--- src/shared/jlt_pkg.sv ---
// Purpose: shared constants and types for the link initialization transmit controller
// Assumes: one 20 MHz device clock; frame clock and LMFC are enables derived from it
// Notes:   link configuration values describe a single-lane, two-octet-frame link
package jlt_pkg;
  // timing
  localparam int          CLK_PERIOD_NS   = 50;
  localparam int          FRAME_DIV       = 4;       // device clocks per frame clock
  localparam int          SYSREF_DLY      = 1;       // sysref-to-lmfc delay, device clocks
  localparam logic [1:0]  FR_ALIGN_POS    = 2'(SYSREF_DLY);
  localparam logic [1:0]  FR_LOAD         = 2'(SYSREF_DLY + 1);
  localparam logic [1:0]  FR_LAST         = 2'(FRAME_DIV - 1);
  localparam int          SYNC_MIN_FRAMES = 4;
  localparam int          ILA_MFRAMES     = 4;
  localparam logic [1:0]  ILA_LAST_MF     = 2'(ILA_MFRAMES - 1);
  localparam int          PLL_CAL_SAMPLES = 153000;  // sampling clocks = device clocks here
  localparam int          PLL_CNT_W       = 18;
  // line symbols
  localparam logic [7:0]  SYM_K28_5       = 8'hbc;
  localparam logic [7:0]  SYM_K28_0       = 8'h1c;
  localparam logic [7:0]  SYM_K28_3       = 8'h7c;
  localparam logic [7:0]  SYM_K28_4       = 8'h9c;
  localparam logic [14:0] SCR_SEED        = 15'h7fff;
  // link configuration octet fields
  localparam int          CFG_OCTETS      = 14;
  localparam logic [4:0]  CFG_L_M1        = 5'h00;
  localparam logic [7:0]  CFG_F_M1        = 8'h01;
  localparam logic [7:0]  CFG_M_M1        = 8'h00;
  localparam logic [4:0]  CFG_N_M1        = 5'h0f;
  localparam logic [4:0]  CFG_NP_M1       = 5'h0f;
  localparam logic [2:0]  CFG_SUBCLASSV   = 3'h1;
  localparam logic [2:0]  CFG_JESDV       = 3'h1;
  localparam logic [4:0]  CFG_S_M1        = 5'h00;
  // status bit positions
  localparam int          ST_CLK_RDY      = 0;
  localparam int          ST_CAL_DONE     = 1;
  localparam int          ST_PLL_LOCK     = 2;
  localparam int          ST_ALIGN        = 3;
  localparam int          ST_REALIGN      = 4;
  localparam int          ST_SYNC         = 5;
  localparam int          ST_LINK         = 6;

  typedef enum logic [2:0] {
    JLT_SLEEP,
    JLT_CORE_CAL,
    JLT_PLL_CAL,
    JLT_CGS,
    JLT_ILA,
    JLT_DATA
  } jlt_state_t;
endpackage

--- src/rtl/jlt_sync_filter.sv ---
// Purpose: synchronise the sync request pin and filter short low pulses
// Assumes: frame_en_i is a one-cycle pulse per frame clock
// Notes:   request rises after the pin stays low for MIN_FRAMES frame clocks
`timescale 1ns/100ps
module jlt_sync_filter #(
  parameter int MIN_FRAMES = jlt_pkg::SYNC_MIN_FRAMES
) (
  // clock and reset
  input  wire logic ref_clk_i,
  input  wire logic resetn_i,
  // pin and frame enable
  input  wire logic sync_request_n_i,
  input  wire logic frame_en_i,
  // filtered request, active high
  output logic      req_o
);
  import jlt_pkg::*;

  logic [2:0] pin_reg;
  logic       lvl_reg;
  logic [2:0] low_cnt_reg;

  always_ff @(posedge ref_clk_i or negedge resetn_i) begin
    if (!resetn_i) begin
      pin_reg <= 3'h7;
    end else begin
      pin_reg <= {pin_reg[1:0], sync_request_n_i};
    end
  end

  // only the second and third stages are compared, never the first
  always_ff @(posedge ref_clk_i or negedge resetn_i) begin
    if (!resetn_i) begin
      lvl_reg <= 1'b1;
    end else if (pin_reg[1] == pin_reg[2]) begin
      lvl_reg <= pin_reg[2];
    end
  end

  always_ff @(posedge ref_clk_i or negedge resetn_i) begin
    if (!resetn_i) begin
      low_cnt_reg <= 3'h0;
      req_o       <= 1'b0;
    end else if (lvl_reg) begin
      low_cnt_reg <= 3'h0;
      req_o       <= 1'b0;
    end else if (frame_en_i && low_cnt_reg != 3'(MIN_FRAMES)) begin
      low_cnt_reg <= low_cnt_reg + 3'h1;
    end else if (low_cnt_reg == 3'(MIN_FRAMES)) begin
      req_o       <= 1'b1;
    end
  end
endmodule

--- src/rtl/jlt_buf2.sv ---
// Purpose: two-entry buffer with valid and ready on both sides
// Assumes: single clock
// Notes:   in_ready_o is registered, so a full buffer stalls the source at once
`timescale 1ns/100ps
module jlt_buf2 #(
  parameter int W = 16
) (
  // clock and reset
  input  wire logic         ref_clk_i,
  input  wire logic         resetn_i,
  // fill side
  input  wire logic [W-1:0] in_data_i,
  input  wire logic         in_valid_i,
  output logic              in_ready_o,
  // drain side
  output logic [W-1:0]      out_data_o,
  output logic              out_valid_o,
  input  wire logic         out_ready_i
);
  logic [W-1:0] mem [2];
  logic         rd_ptr_reg;
  logic         wr_ptr_reg;
  logic [1:0]   cnt_reg;
  logic [1:0]   cnt_next;
  logic         push;
  logic         pop;

  assign push        = in_valid_i && in_ready_o;
  assign pop         = out_valid_o && out_ready_i;
  assign out_valid_o = cnt_reg != 2'h0;
  assign out_data_o  = mem[rd_ptr_reg];

  always_comb begin
    cnt_next = cnt_reg + 2'(push) - 2'(pop);
  end

  always_ff @(posedge ref_clk_i) begin
    if (push) begin
      mem[wr_ptr_reg] <= in_data_i;
    end
  end

  always_ff @(posedge ref_clk_i or negedge resetn_i) begin
    if (!resetn_i) begin
      rd_ptr_reg <= 1'b0;
      wr_ptr_reg <= 1'b0;
      cnt_reg    <= 2'h0;
      in_ready_o <= 1'b0;
    end else begin
      rd_ptr_reg <= rd_ptr_reg ^ pop;
      wr_ptr_reg <= wr_ptr_reg ^ push;
      cnt_reg    <= cnt_next;
      in_ready_o <= cnt_next != 2'h2;
    end
  end
endmodule

--- src/rtl/jlt_link_tx.sv ---
// Purpose: transmit-side link initialization and data framing for one serial lane
// Assumes: sysref and sync request arrive from pins; controls come from this clock domain
// Notes:   one 16-bit sample per frame, sent as two octets with per-octet control flags
`timescale 1ns/100ps
module jlt_link_tx #(
  parameter int PLL_CAL_CYCLES = jlt_pkg::PLL_CAL_SAMPLES
) (
  // clock and reset
  input  wire logic        ref_clk_i,
  input  wire logic        resetn_i,
  // link pins
  input  wire logic        sysref_i,
  input  wire logic        sync_request_n_i,
  // device control
  input  wire logic        core_cal_done_i,
  input  wire logic        sleep_i,
  input  wire logic        power_down_i,
  input  wire logic        scramble_en_i,
  input  wire logic [4:0]  k_m1_i,
  // sample stream
  input  wire logic [15:0] smp_data_i,
  input  wire logic        smp_valid_i,
  output logic             smp_ready_o,
  // lane symbols
  output logic [15:0]      lane_data_o,
  output logic [1:0]       lane_ctrl_o,
  output logic             lane_stb_o,
  // status
  output logic [7:0]       link_status_register_o,
  output logic             core_cal_req_o
);
  import jlt_pkg::*;

  jlt_state_t           state_reg;
  jlt_state_t           state_next;
  logic [1:0]           frame_cnt_reg;
  logic [4:0]           lmfc_cnt_reg;
  logic [1:0]           ila_mf_reg;
  logic [PLL_CNT_W-1:0] pll_cnt_reg;
  logic [2:0]           sysref_reg;
  logic                 sysref_lvl_reg;
  logic                 pd_seen_reg;
  logic                 aligned_reg;
  logic                 realigned_reg;
  logic [14:0]          scr_reg;
  logic                 frame_en;
  logic                 lmfc_edge;
  logic                 sysref_edge;
  logic                 sysref_ok;
  logic                 realign;
  logic                 low_power;
  logic                 restart;
  logic                 pll_done;
  logic                 sync_req;
  logic [15:0]          buf_data;
  logic                 buf_valid;
  logic                 buf_pop;

  function automatic logic [7:0] cfg_raw(input int idx, input logic [4:0] k_m1,
                                         input logic scr);
    logic [7:0] v;
    case (idx)
      3:       v = {scr, 2'h0, CFG_L_M1};
      4:       v = CFG_F_M1;
      5:       v = {3'h0, k_m1};
      6:       v = CFG_M_M1;
      7:       v = {3'h0, CFG_N_M1};
      8:       v = {CFG_SUBCLASSV, CFG_NP_M1};
      9:       v = {CFG_JESDV, CFG_S_M1};
      default: v = 8'h00;
    endcase
    return v;
  endfunction

  function automatic logic [7:0] cfg_octet(input int idx, input logic [4:0] k_m1,
                                           input logic scr);
    logic [7:0] sum;
    sum = 8'h00;
    for (int i = 0; i < CFG_OCTETS - 1; i++) begin
      sum = sum + cfg_raw(i, k_m1, scr);
    end
    return (idx == CFG_OCTETS - 1) ? sum : cfg_raw(idx, k_m1, scr);
  endfunction

  // one octet of the alignment sequence: {control flag, octet}
  function automatic logic [8:0] ila_octet(input logic [1:0] mf, input logic [4:0] fr,
                                           input int p, input logic [4:0] k_m1,
                                           input logic scr);
    int         idx;
    logic [8:0] v;
    idx = 2 * int'(fr) + p - 3;
    v   = {1'b0, 8'(2 * int'(fr) + p)};
    if (fr == 5'h00 && p == 0) begin
      v = {1'b1, SYM_K28_0};
    end else if (fr == k_m1 && p == 1) begin
      v = {1'b1, SYM_K28_3};
    end else if (mf == 2'h1 && fr == 5'h01 && p == 0) begin
      v = {1'b1, SYM_K28_4};
    end else if (mf == 2'h1 && idx >= 0 && idx < CFG_OCTETS) begin
      v = {1'b0, cfg_octet(idx, k_m1, scr)};
    end
    return v;
  endfunction

  // self-synchronous scrambler 1 + x^14 + x^15, msb first
  function automatic logic [30:0] scramble(input logic [15:0] d, input logic [14:0] st);
    logic [14:0] s;
    logic [15:0] o;
    s = st;
    o = 16'h0000;
    for (int i = 15; i >= 0; i--) begin
      o[i] = d[i] ^ s[13] ^ s[14];
      s    = {s[13:0], o[i]};
    end
    return {s, o};
  endfunction

  jlt_sync_filter #(
    .MIN_FRAMES (SYNC_MIN_FRAMES)
  ) u_sync (
    .ref_clk_i        (ref_clk_i),
    .resetn_i         (resetn_i),
    .sync_request_n_i (sync_request_n_i),
    .frame_en_i       (frame_en),
    .req_o            (sync_req)
  );

  // a stalled lane keeps up to two samples; the source sees ready drop
  jlt_buf2 #(
    .W (16)
  ) u_buf (
    .ref_clk_i   (ref_clk_i),
    .resetn_i    (resetn_i),
    .in_data_i   (smp_data_i),
    .in_valid_i  (smp_valid_i),
    .in_ready_o  (smp_ready_o),
    .out_data_o  (buf_data),
    .out_valid_o (buf_valid),
    .out_ready_i (buf_pop)
  );

  assign low_power = sleep_i || power_down_i;
  assign restart   = state_reg == JLT_SLEEP && !low_power;
  assign frame_en  = frame_cnt_reg == FR_LAST;
  assign lmfc_edge = frame_en && lmfc_cnt_reg == k_m1_i;
  assign pll_done  = pll_cnt_reg == PLL_CNT_W'(PLL_CAL_CYCLES - 1);
  assign buf_pop   = state_reg == JLT_DATA && frame_en;

  // sysref pin: three stages, level changes once stages two and three agree
  always_ff @(posedge ref_clk_i or negedge resetn_i) begin
    if (!resetn_i) begin
      sysref_reg <= 3'h0;
    end else begin
      sysref_reg <= {sysref_reg[1:0], sysref_i};
    end
  end

  always_ff @(posedge ref_clk_i or negedge resetn_i) begin
    if (!resetn_i) begin
      sysref_lvl_reg <= 1'b0;
    end else if (sysref_reg[1] == sysref_reg[2]) begin
      sysref_lvl_reg <= sysref_reg[2];
    end
  end

  assign sysref_edge = sysref_reg[1] == sysref_reg[2] && sysref_reg[2] && !sysref_lvl_reg;
  // edges are only trusted while the lane is up or training
  assign sysref_ok   = state_reg == JLT_CGS || state_reg == JLT_ILA
                    || state_reg == JLT_DATA;
  // lmfc misaligned but frame clock aligned leaves both untouched
  assign realign     = sysref_edge && sysref_ok
                    && frame_cnt_reg != FR_ALIGN_POS;

  // frame clock and lmfc run from reset with arbitrary phase
  always_ff @(posedge ref_clk_i or negedge resetn_i) begin
    if (!resetn_i) begin
      frame_cnt_reg <= 2'h0;
      lmfc_cnt_reg  <= 5'h00;
    end else if (restart) begin
      frame_cnt_reg <= 2'h0;
      lmfc_cnt_reg  <= 5'h00;
    end else if (realign) begin
      frame_cnt_reg <= FR_LOAD;
      lmfc_cnt_reg  <= 5'h00;
    end else begin
      frame_cnt_reg <= frame_en ? 2'h0 : frame_cnt_reg + 2'h1;
      if (lmfc_edge) begin
        lmfc_cnt_reg <= 5'h00;
      end else if (frame_en) begin
        lmfc_cnt_reg <= lmfc_cnt_reg + 5'h01;
      end
    end
  end

  always_comb begin
    state_next = state_reg;
    case (state_reg)
      JLT_SLEEP: begin
        if (!low_power) begin
          state_next = pd_seen_reg ? JLT_CORE_CAL : JLT_PLL_CAL;
        end
      end
      JLT_CORE_CAL: begin
        if (core_cal_done_i) begin
          state_next = JLT_PLL_CAL;
        end
      end
      JLT_PLL_CAL: begin
        if (pll_done) begin
          state_next = JLT_CGS;
        end
      end
      JLT_CGS: begin
        if (lmfc_edge && !sync_req) begin
          state_next = JLT_ILA;
        end
      end
      JLT_ILA: begin
        if (lmfc_edge && ila_mf_reg == ILA_LAST_MF) begin
          state_next = JLT_DATA;
        end
      end
      JLT_DATA: begin
        state_next = JLT_DATA;
      end
      default: begin
        state_next = JLT_SLEEP;
      end
    endcase
    if (state_reg == JLT_ILA || state_reg == JLT_DATA) begin
      if (sync_req) begin
        state_next = JLT_CGS;
      end
    end
    if (realign) begin
      state_next = JLT_PLL_CAL;
    end
    if (low_power) begin
      state_next = JLT_SLEEP;
    end
  end

  always_ff @(posedge ref_clk_i or negedge resetn_i) begin
    if (!resetn_i) begin
      state_reg <= JLT_CORE_CAL;
    end else begin
      state_reg <= state_next;
    end
  end

  // power-down remembered so its exit recalibrates the core; sleep does not
  always_ff @(posedge ref_clk_i or negedge resetn_i) begin
    if (!resetn_i) begin
      pd_seen_reg <= 1'b0;
    end else if (power_down_i) begin
      pd_seen_reg <= 1'b1;
    end else if (restart) begin
      pd_seen_reg <= 1'b0;
    end
  end

  always_ff @(posedge ref_clk_i or negedge resetn_i) begin
    if (!resetn_i) begin
      pll_cnt_reg <= '0;
    end else if (state_reg != JLT_PLL_CAL || realign) begin
      pll_cnt_reg <= '0;
    end else if (!pll_done) begin
      pll_cnt_reg <= pll_cnt_reg + PLL_CNT_W'(1);
    end
  end

  always_ff @(posedge ref_clk_i or negedge resetn_i) begin
    if (!resetn_i) begin
      ila_mf_reg <= 2'h0;
    end else if (state_reg != JLT_ILA) begin
      ila_mf_reg <= 2'h0;
    end else if (lmfc_edge) begin
      ila_mf_reg <= ila_mf_reg + 2'h1;
    end
  end

  // lane symbols, one frame per frame clock
  always_ff @(posedge ref_clk_i or negedge resetn_i) begin
    if (!resetn_i) begin
      lane_data_o <= 16'h0000;
      lane_ctrl_o <= 2'h0;
      lane_stb_o  <= 1'b0;
      scr_reg     <= SCR_SEED;
    end else begin
      lane_stb_o <= frame_en && state_reg != JLT_SLEEP && state_reg != JLT_CORE_CAL;
      if (frame_en) begin
        case (state_reg)
          JLT_PLL_CAL, JLT_CGS: begin
            lane_data_o <= {SYM_K28_5, SYM_K28_5};
            lane_ctrl_o <= 2'h3;
            scr_reg     <= SCR_SEED;
          end
          JLT_ILA: begin
            // config octets go out plain whatever the scrambler setting
            {lane_ctrl_o[1], lane_data_o[15:8]} <=
              ila_octet(ila_mf_reg, lmfc_cnt_reg, 0, k_m1_i, scramble_en_i);
            {lane_ctrl_o[0], lane_data_o[7:0]} <=
              ila_octet(ila_mf_reg, lmfc_cnt_reg, 1, k_m1_i, scramble_en_i);
          end
          JLT_DATA: begin
            lane_ctrl_o <= 2'h0;
            if (scramble_en_i) begin
              {scr_reg, lane_data_o} <= scramble(buf_valid ? buf_data : 16'h0000,
                                                 scr_reg);
            end else begin
              lane_data_o <= buf_valid ? buf_data : 16'h0000;
            end
          end
          default: begin
            lane_data_o <= 16'h0000;
            lane_ctrl_o <= 2'h0;
          end
        endcase
      end
    end
  end

  always_ff @(posedge ref_clk_i or negedge resetn_i) begin
    if (!resetn_i) begin
      aligned_reg   <= 1'b0;
      realigned_reg <= 1'b0;
    end else begin
      if (realign) begin
        aligned_reg   <= 1'b1;
        realigned_reg <= 1'b1;
      end else if (sysref_edge && sysref_ok) begin
        aligned_reg   <= 1'b1;
      end else if (state_reg == JLT_DATA) begin
        realigned_reg <= 1'b0;
      end
    end
  end

  always_ff @(posedge ref_clk_i or negedge resetn_i) begin
    if (!resetn_i) begin
      link_status_register_o <= 8'h00;
      core_cal_req_o         <= 1'b1;
    end else begin
      core_cal_req_o                      <= state_next == JLT_CORE_CAL;
      link_status_register_o[7]           <= 1'b0;
      link_status_register_o[ST_CLK_RDY]  <= state_reg != JLT_SLEEP;
      link_status_register_o[ST_CAL_DONE] <= state_reg != JLT_SLEEP
                                          && state_reg != JLT_CORE_CAL;
      link_status_register_o[ST_PLL_LOCK] <= state_reg == JLT_CGS
                                          || state_reg == JLT_ILA
                                          || state_reg == JLT_DATA;
      link_status_register_o[ST_ALIGN]    <= aligned_reg;
      link_status_register_o[ST_REALIGN]  <= realigned_reg;
      link_status_register_o[ST_SYNC]     <= (state_reg == JLT_ILA
                                          || state_reg == JLT_DATA) && !sync_req;
      link_status_register_o[ST_LINK]     <= state_reg == JLT_DATA;
    end
  end
endmodule

--- config.mk ---
export PLATFORM = sky130hd
export DESIGN_NAME = jlt_link_tx
export DESIGN_NICKNAME = d
export VERILOG_FILES = /design/src/shared/jlt_pkg.sv /design/src/rtl/jlt_sync_filter.sv /design/src/rtl/jlt_buf2.sv /design/src/rtl/jlt_link_tx.sv
export SDC_FILE = /design/constraint.sdc
export NUM_CORES = 1
export LEC_CHECK = 0
export ABC_AREA = 1
export BUFFER_PORTS_ARGS = -buffer_cell sky130_fd_sc_hd__buf_2
export CORE_ASPECT_RATIO = 1.2
export CORE_UTILIZATION = 50
export CTS_CLUSTER_DIAMETER = 30
export DETAILED_ROUTE_END_ITERATION = 12
export GPL_ROUTABILITY_DRIVEN = 1
export HOLD_SLACK_MARGIN = 0.15
export PLACE_DENSITY = 0.65
export SETUP_SLACK_MARGIN = 0.1
export SLEW_MARGIN = 40
export SYNTH_ARGS = -nofsm -noshare
export SYNTH_HDL_FRONTEND = slang
export SYNTH_SLANG_ARGS = --single-unit
--- constraint.sdc ---
create_clock -name ref_clk_i -period 3.8 [get_ports ref_clk_i]
set_input_delay 0.38 -clock ref_clk_i [delete_from_list [all_inputs] [get_ports ref_clk_i]]
set_output_delay 0.38 -clock ref_clk_i [all_outputs]
set_load 0.02 [all_outputs]
==> results.yml <==
route:
  wl_um: 14700
  vias: 5311
  drt_iter0_markers: 270
  remaining_drc_errors: 0
  via_per_inst: 5.18
  firstDrtPassIters: 5
  routedWlPerCell_um: 14.4
  antenna_left: 0
logic_synthesis:
  ys.flop_type: "dfrtp_1"
  synth_nets: 825
  synth_edf_count: 32
  synth_top_area_cell: "dfrtp_1"
  synth.distinct_cells: 44
  netlist_top_cells_area: "dfrtp_1 (27%), edfxtp_1 (15%), nand2_1 (9.7%)"
  synthArstFlopShare: 0.742
  synth-seq-cells: 124
  synth_warnings: 0
  yosysSeqAreaShare: 0.498
  synthCells: 771
  syn_area_per_cell_um2: 8.56
  yosysTopAreaCellShare: 0.269
  synthesis.area_um2: 6600
setup_path:
  crit_family: "simple AND/OR/NAND/NOR gates"
  cp_num_buf_inv: 1
  crit_slowest_cell: "dfrtp_1"
  crit_chain: "clkinv_1 -> ha_1 -> nand2_1 -> nor2_1 -> ha_1 -> nand3_1 -> nor2_1 -> nand2_1 -> nand2_1 -> nand3_1 -> nand2_1 -> nand2_1 -> nand2_1 -> nand2_1"
  cp_max_fo: 13
  arrival_ns: 3.02
  cpMostUsedCell: "nand2_1"
  critPathMaxStageDelay_ns: 0.62
  setup.worst_path.end_class: "register"
  start_kind: "register"
  required_ns: 4.10
  r2r_setup_slack_ns: 1.08
  path_class: "register to register"
global_route:
  grt.total_usage: 0.233
  grt_pass1_vias: 5235
  met2_usage: 0.406
  top_usage_layer: "met2"
  antenna_found_initial: 0
  use_met3: 0.0513
  grt_pass1_wl_um: 24700
  met1_usage: 0.284
  grt_max_degree: 67
  grt_overflow_total: 0
floorplanning:
  die_area_um2: 13700
  rows: 45
  start_util: 0.516
  dieWidth_um: 107
  chipHeight_um: 128
  ioPinCount: 59
  core_area_um2: 12800
timing:
  period_share: 0.715
  setup_viol: 0
  final-hold-violation-count: 0
  finClkSkew_ns: 0.0147
  drv_slew: 0
  relSlewSlack: 0.514
  fin_hold_ws_ns: 0.170
  rsz0062_at_grt: "no"
  period_minus_slack_ns: 2.72
  tightest_slew_ns: 0.729
  fin_setup_tns_ns: 0
  max_freq_ghz: 0.368
power:
  p_leak_uw: 0.00372
  power_density_nw_per_um2: 671
  vdd_drop_max_mv: 0.498
status:
  status: "finished clean"
cells_and_area:
  largest_register_ffs: 32
  diodes: 0
  drive_gt1_frac: 0.171
  area_growth_pct: 17.6
  final_util: 0.607
  nNetsFinal: 902
cts:
  hold_buffers: 16
  numCtsBuffers: 17
  clock_latency_ns: 0.42
  clk_path_buf_depth: 2
  cts-resized-gates: 0
  cts_tree: "yes"
  ctsRootBufferMaster: "clkbuf_16"
  post_cts_buffers: 0
  htreeDepth: 4
  cts.sinks: 124
  clk_pin_slew_ns: 0.06
place:
  port_buffers: 57
  dpl.hpwl_um: 10500
  gp_congestion: 0.909
min_path:
  hp-class: "input port to register"
run:
  maxCapViolCount: 0
==> cells by family (layout without fill, tap and decap cells) <==
family / after synthesis / count (layout) / share of synthesized area
XOR/XNOR: 39 / 39 / 0.0529
adder cells (fa/ha/maj): 25 / 25 / 0.0470
multiplexers: 1 / 1 / 0.00152
flip-flops: 124 / 124 / 0.498
other: 1 / 1 / 0.000568
buffers and inverters: 120 / 210 / 0.0735
AND/OR/NAND/NOR: 346 / 346 / 0.230
AO/OA/AOI/OAI: 115 / 115 / 0.0967
==> worst reg2reg max path, cell delays in order, from the launching register on <==
cell and delay, ns:
dfrtp_1 0.62, clkinv_1 0.39, ha_1 0.35, nand2_1 0.09
nor2_1 0.04, ha_1 0.29, nand3_1 0.07, nor2_1 0.20
nand2_1 0.16, nand2_1 0.09, nand3_1 0.06, nand2_1 0.07
nand2_1 0.06, nand2_1 0.06, nand2_1 0.05
==> per-stage QoR <==
step,instances,cell area (um2),worst slack (ns),total power (uW)
floorplan,771,6600,1.60,3240
global placement,976,7010,1.29,3620
detailed placement,976,7020,1.13,3690
CTS,1024,7750,1.12,5240
global route,1025,7760,0.885,5560
finish,1025,7760,1.08,5210
==> where the power goes <==
part | internal (uW) | switching (uW) | leakage [uW]
Combinational | 660 | 1070 | 0.00199
Sequential | 1730 | 220 | 0.00146
Clock | 911 | 616 | 0.000269
Total | 3300 | 1900 | 0.00372
==> cells in the mapped netlist, types with 2 or more instances <==
cell and number:
nand2_1 170, inv_1 87, nor2_1 76, dfrtp_1 71, nand3_1 55, a21oi_1 43, o21ai_0 36, edfxtp_1 32
ha_1 24, dfstp_2 21, xor2_1 20, xnor2_1 18, o22ai_1 16, nand4_1 14, inv_2 12, buf_2 10
nor2_2 7, nor3_1 7, buf_4 6, o211ai_1 5, o21ai_1 5, or2_2 5, clkbuf_1 4, a211oi_1 3
nand3_2 3, a31oi_1 2, and2_1 2
==> per-layer routing <==
| layer | wire length [um] | vias up |
|---|---|---|
| li1 | - | 2683 |
| met1 | 6480 | 2485 |
| met2 | 7400 | 119 |
| met3 | 556 | 24 |
| met4 | 285 | 0 |
| met5 | 0 | - |
==> area by class of cell <==
type                       count  area [um2]
clock inverter                14         136
sequential                   124        3290
clock buffer                  18         429
inverter                     100         375
timing repair buffer          78         492
fill                        1104        5020
tap                          164         205
multi-input combinational    527        2830
==> worst paths after layout <==
kind / depth (start not counted) / to / from
setup / recovery: 14 / lane_data_o[5]$_DFFE_PN0P_ / lmfc_cnt_reg[0]$_DFFE_PN0P_
hold / removal: 1 / u_buf.mem[0][6]$_DFFE_PP_ / smp_data_i[6]
setup reg to reg: 14 / lane_data_o[5]$_DFFE_PN0P_ / lmfc_cnt_reg[0]$_DFFE_PN0P_
hold reg to reg: 0 / u_sync.pin_reg[1]$_DFF_PN1_ / u_sync.pin_reg[0]$_DFF_PN1_
max in group asynchronous: 3 / core_cal_req_o$_DFF_PN1_ / resetn_i
min in group asynchronous: 2 / pll_cnt_reg[5]$_DFFE_PN0P_ / resetn_i
==> cells in the final DEF (no fill, tap or decap), types with 6 or more instances in the layout <==
cell type / n
a21oi_1: 43
buf_2: 56
clkbuf_16: 17
dfrtp_1: 71
dfstp_2: 21
dlygate4sd3_1: 17
edfxtp_1: 32
ha_1: 24
inv_1: 87
inv_2: 12
inv_6: 6
nand2_1: 170
nand3_1: 55
nand4_1: 14
nor2_1: 76
nor2_2: 7
nor3_1: 7
o21ai_0: 36
o22ai_1: 16
xnor2_1: 18
xor2_1: 20
(Power assumes the default switching activity.)
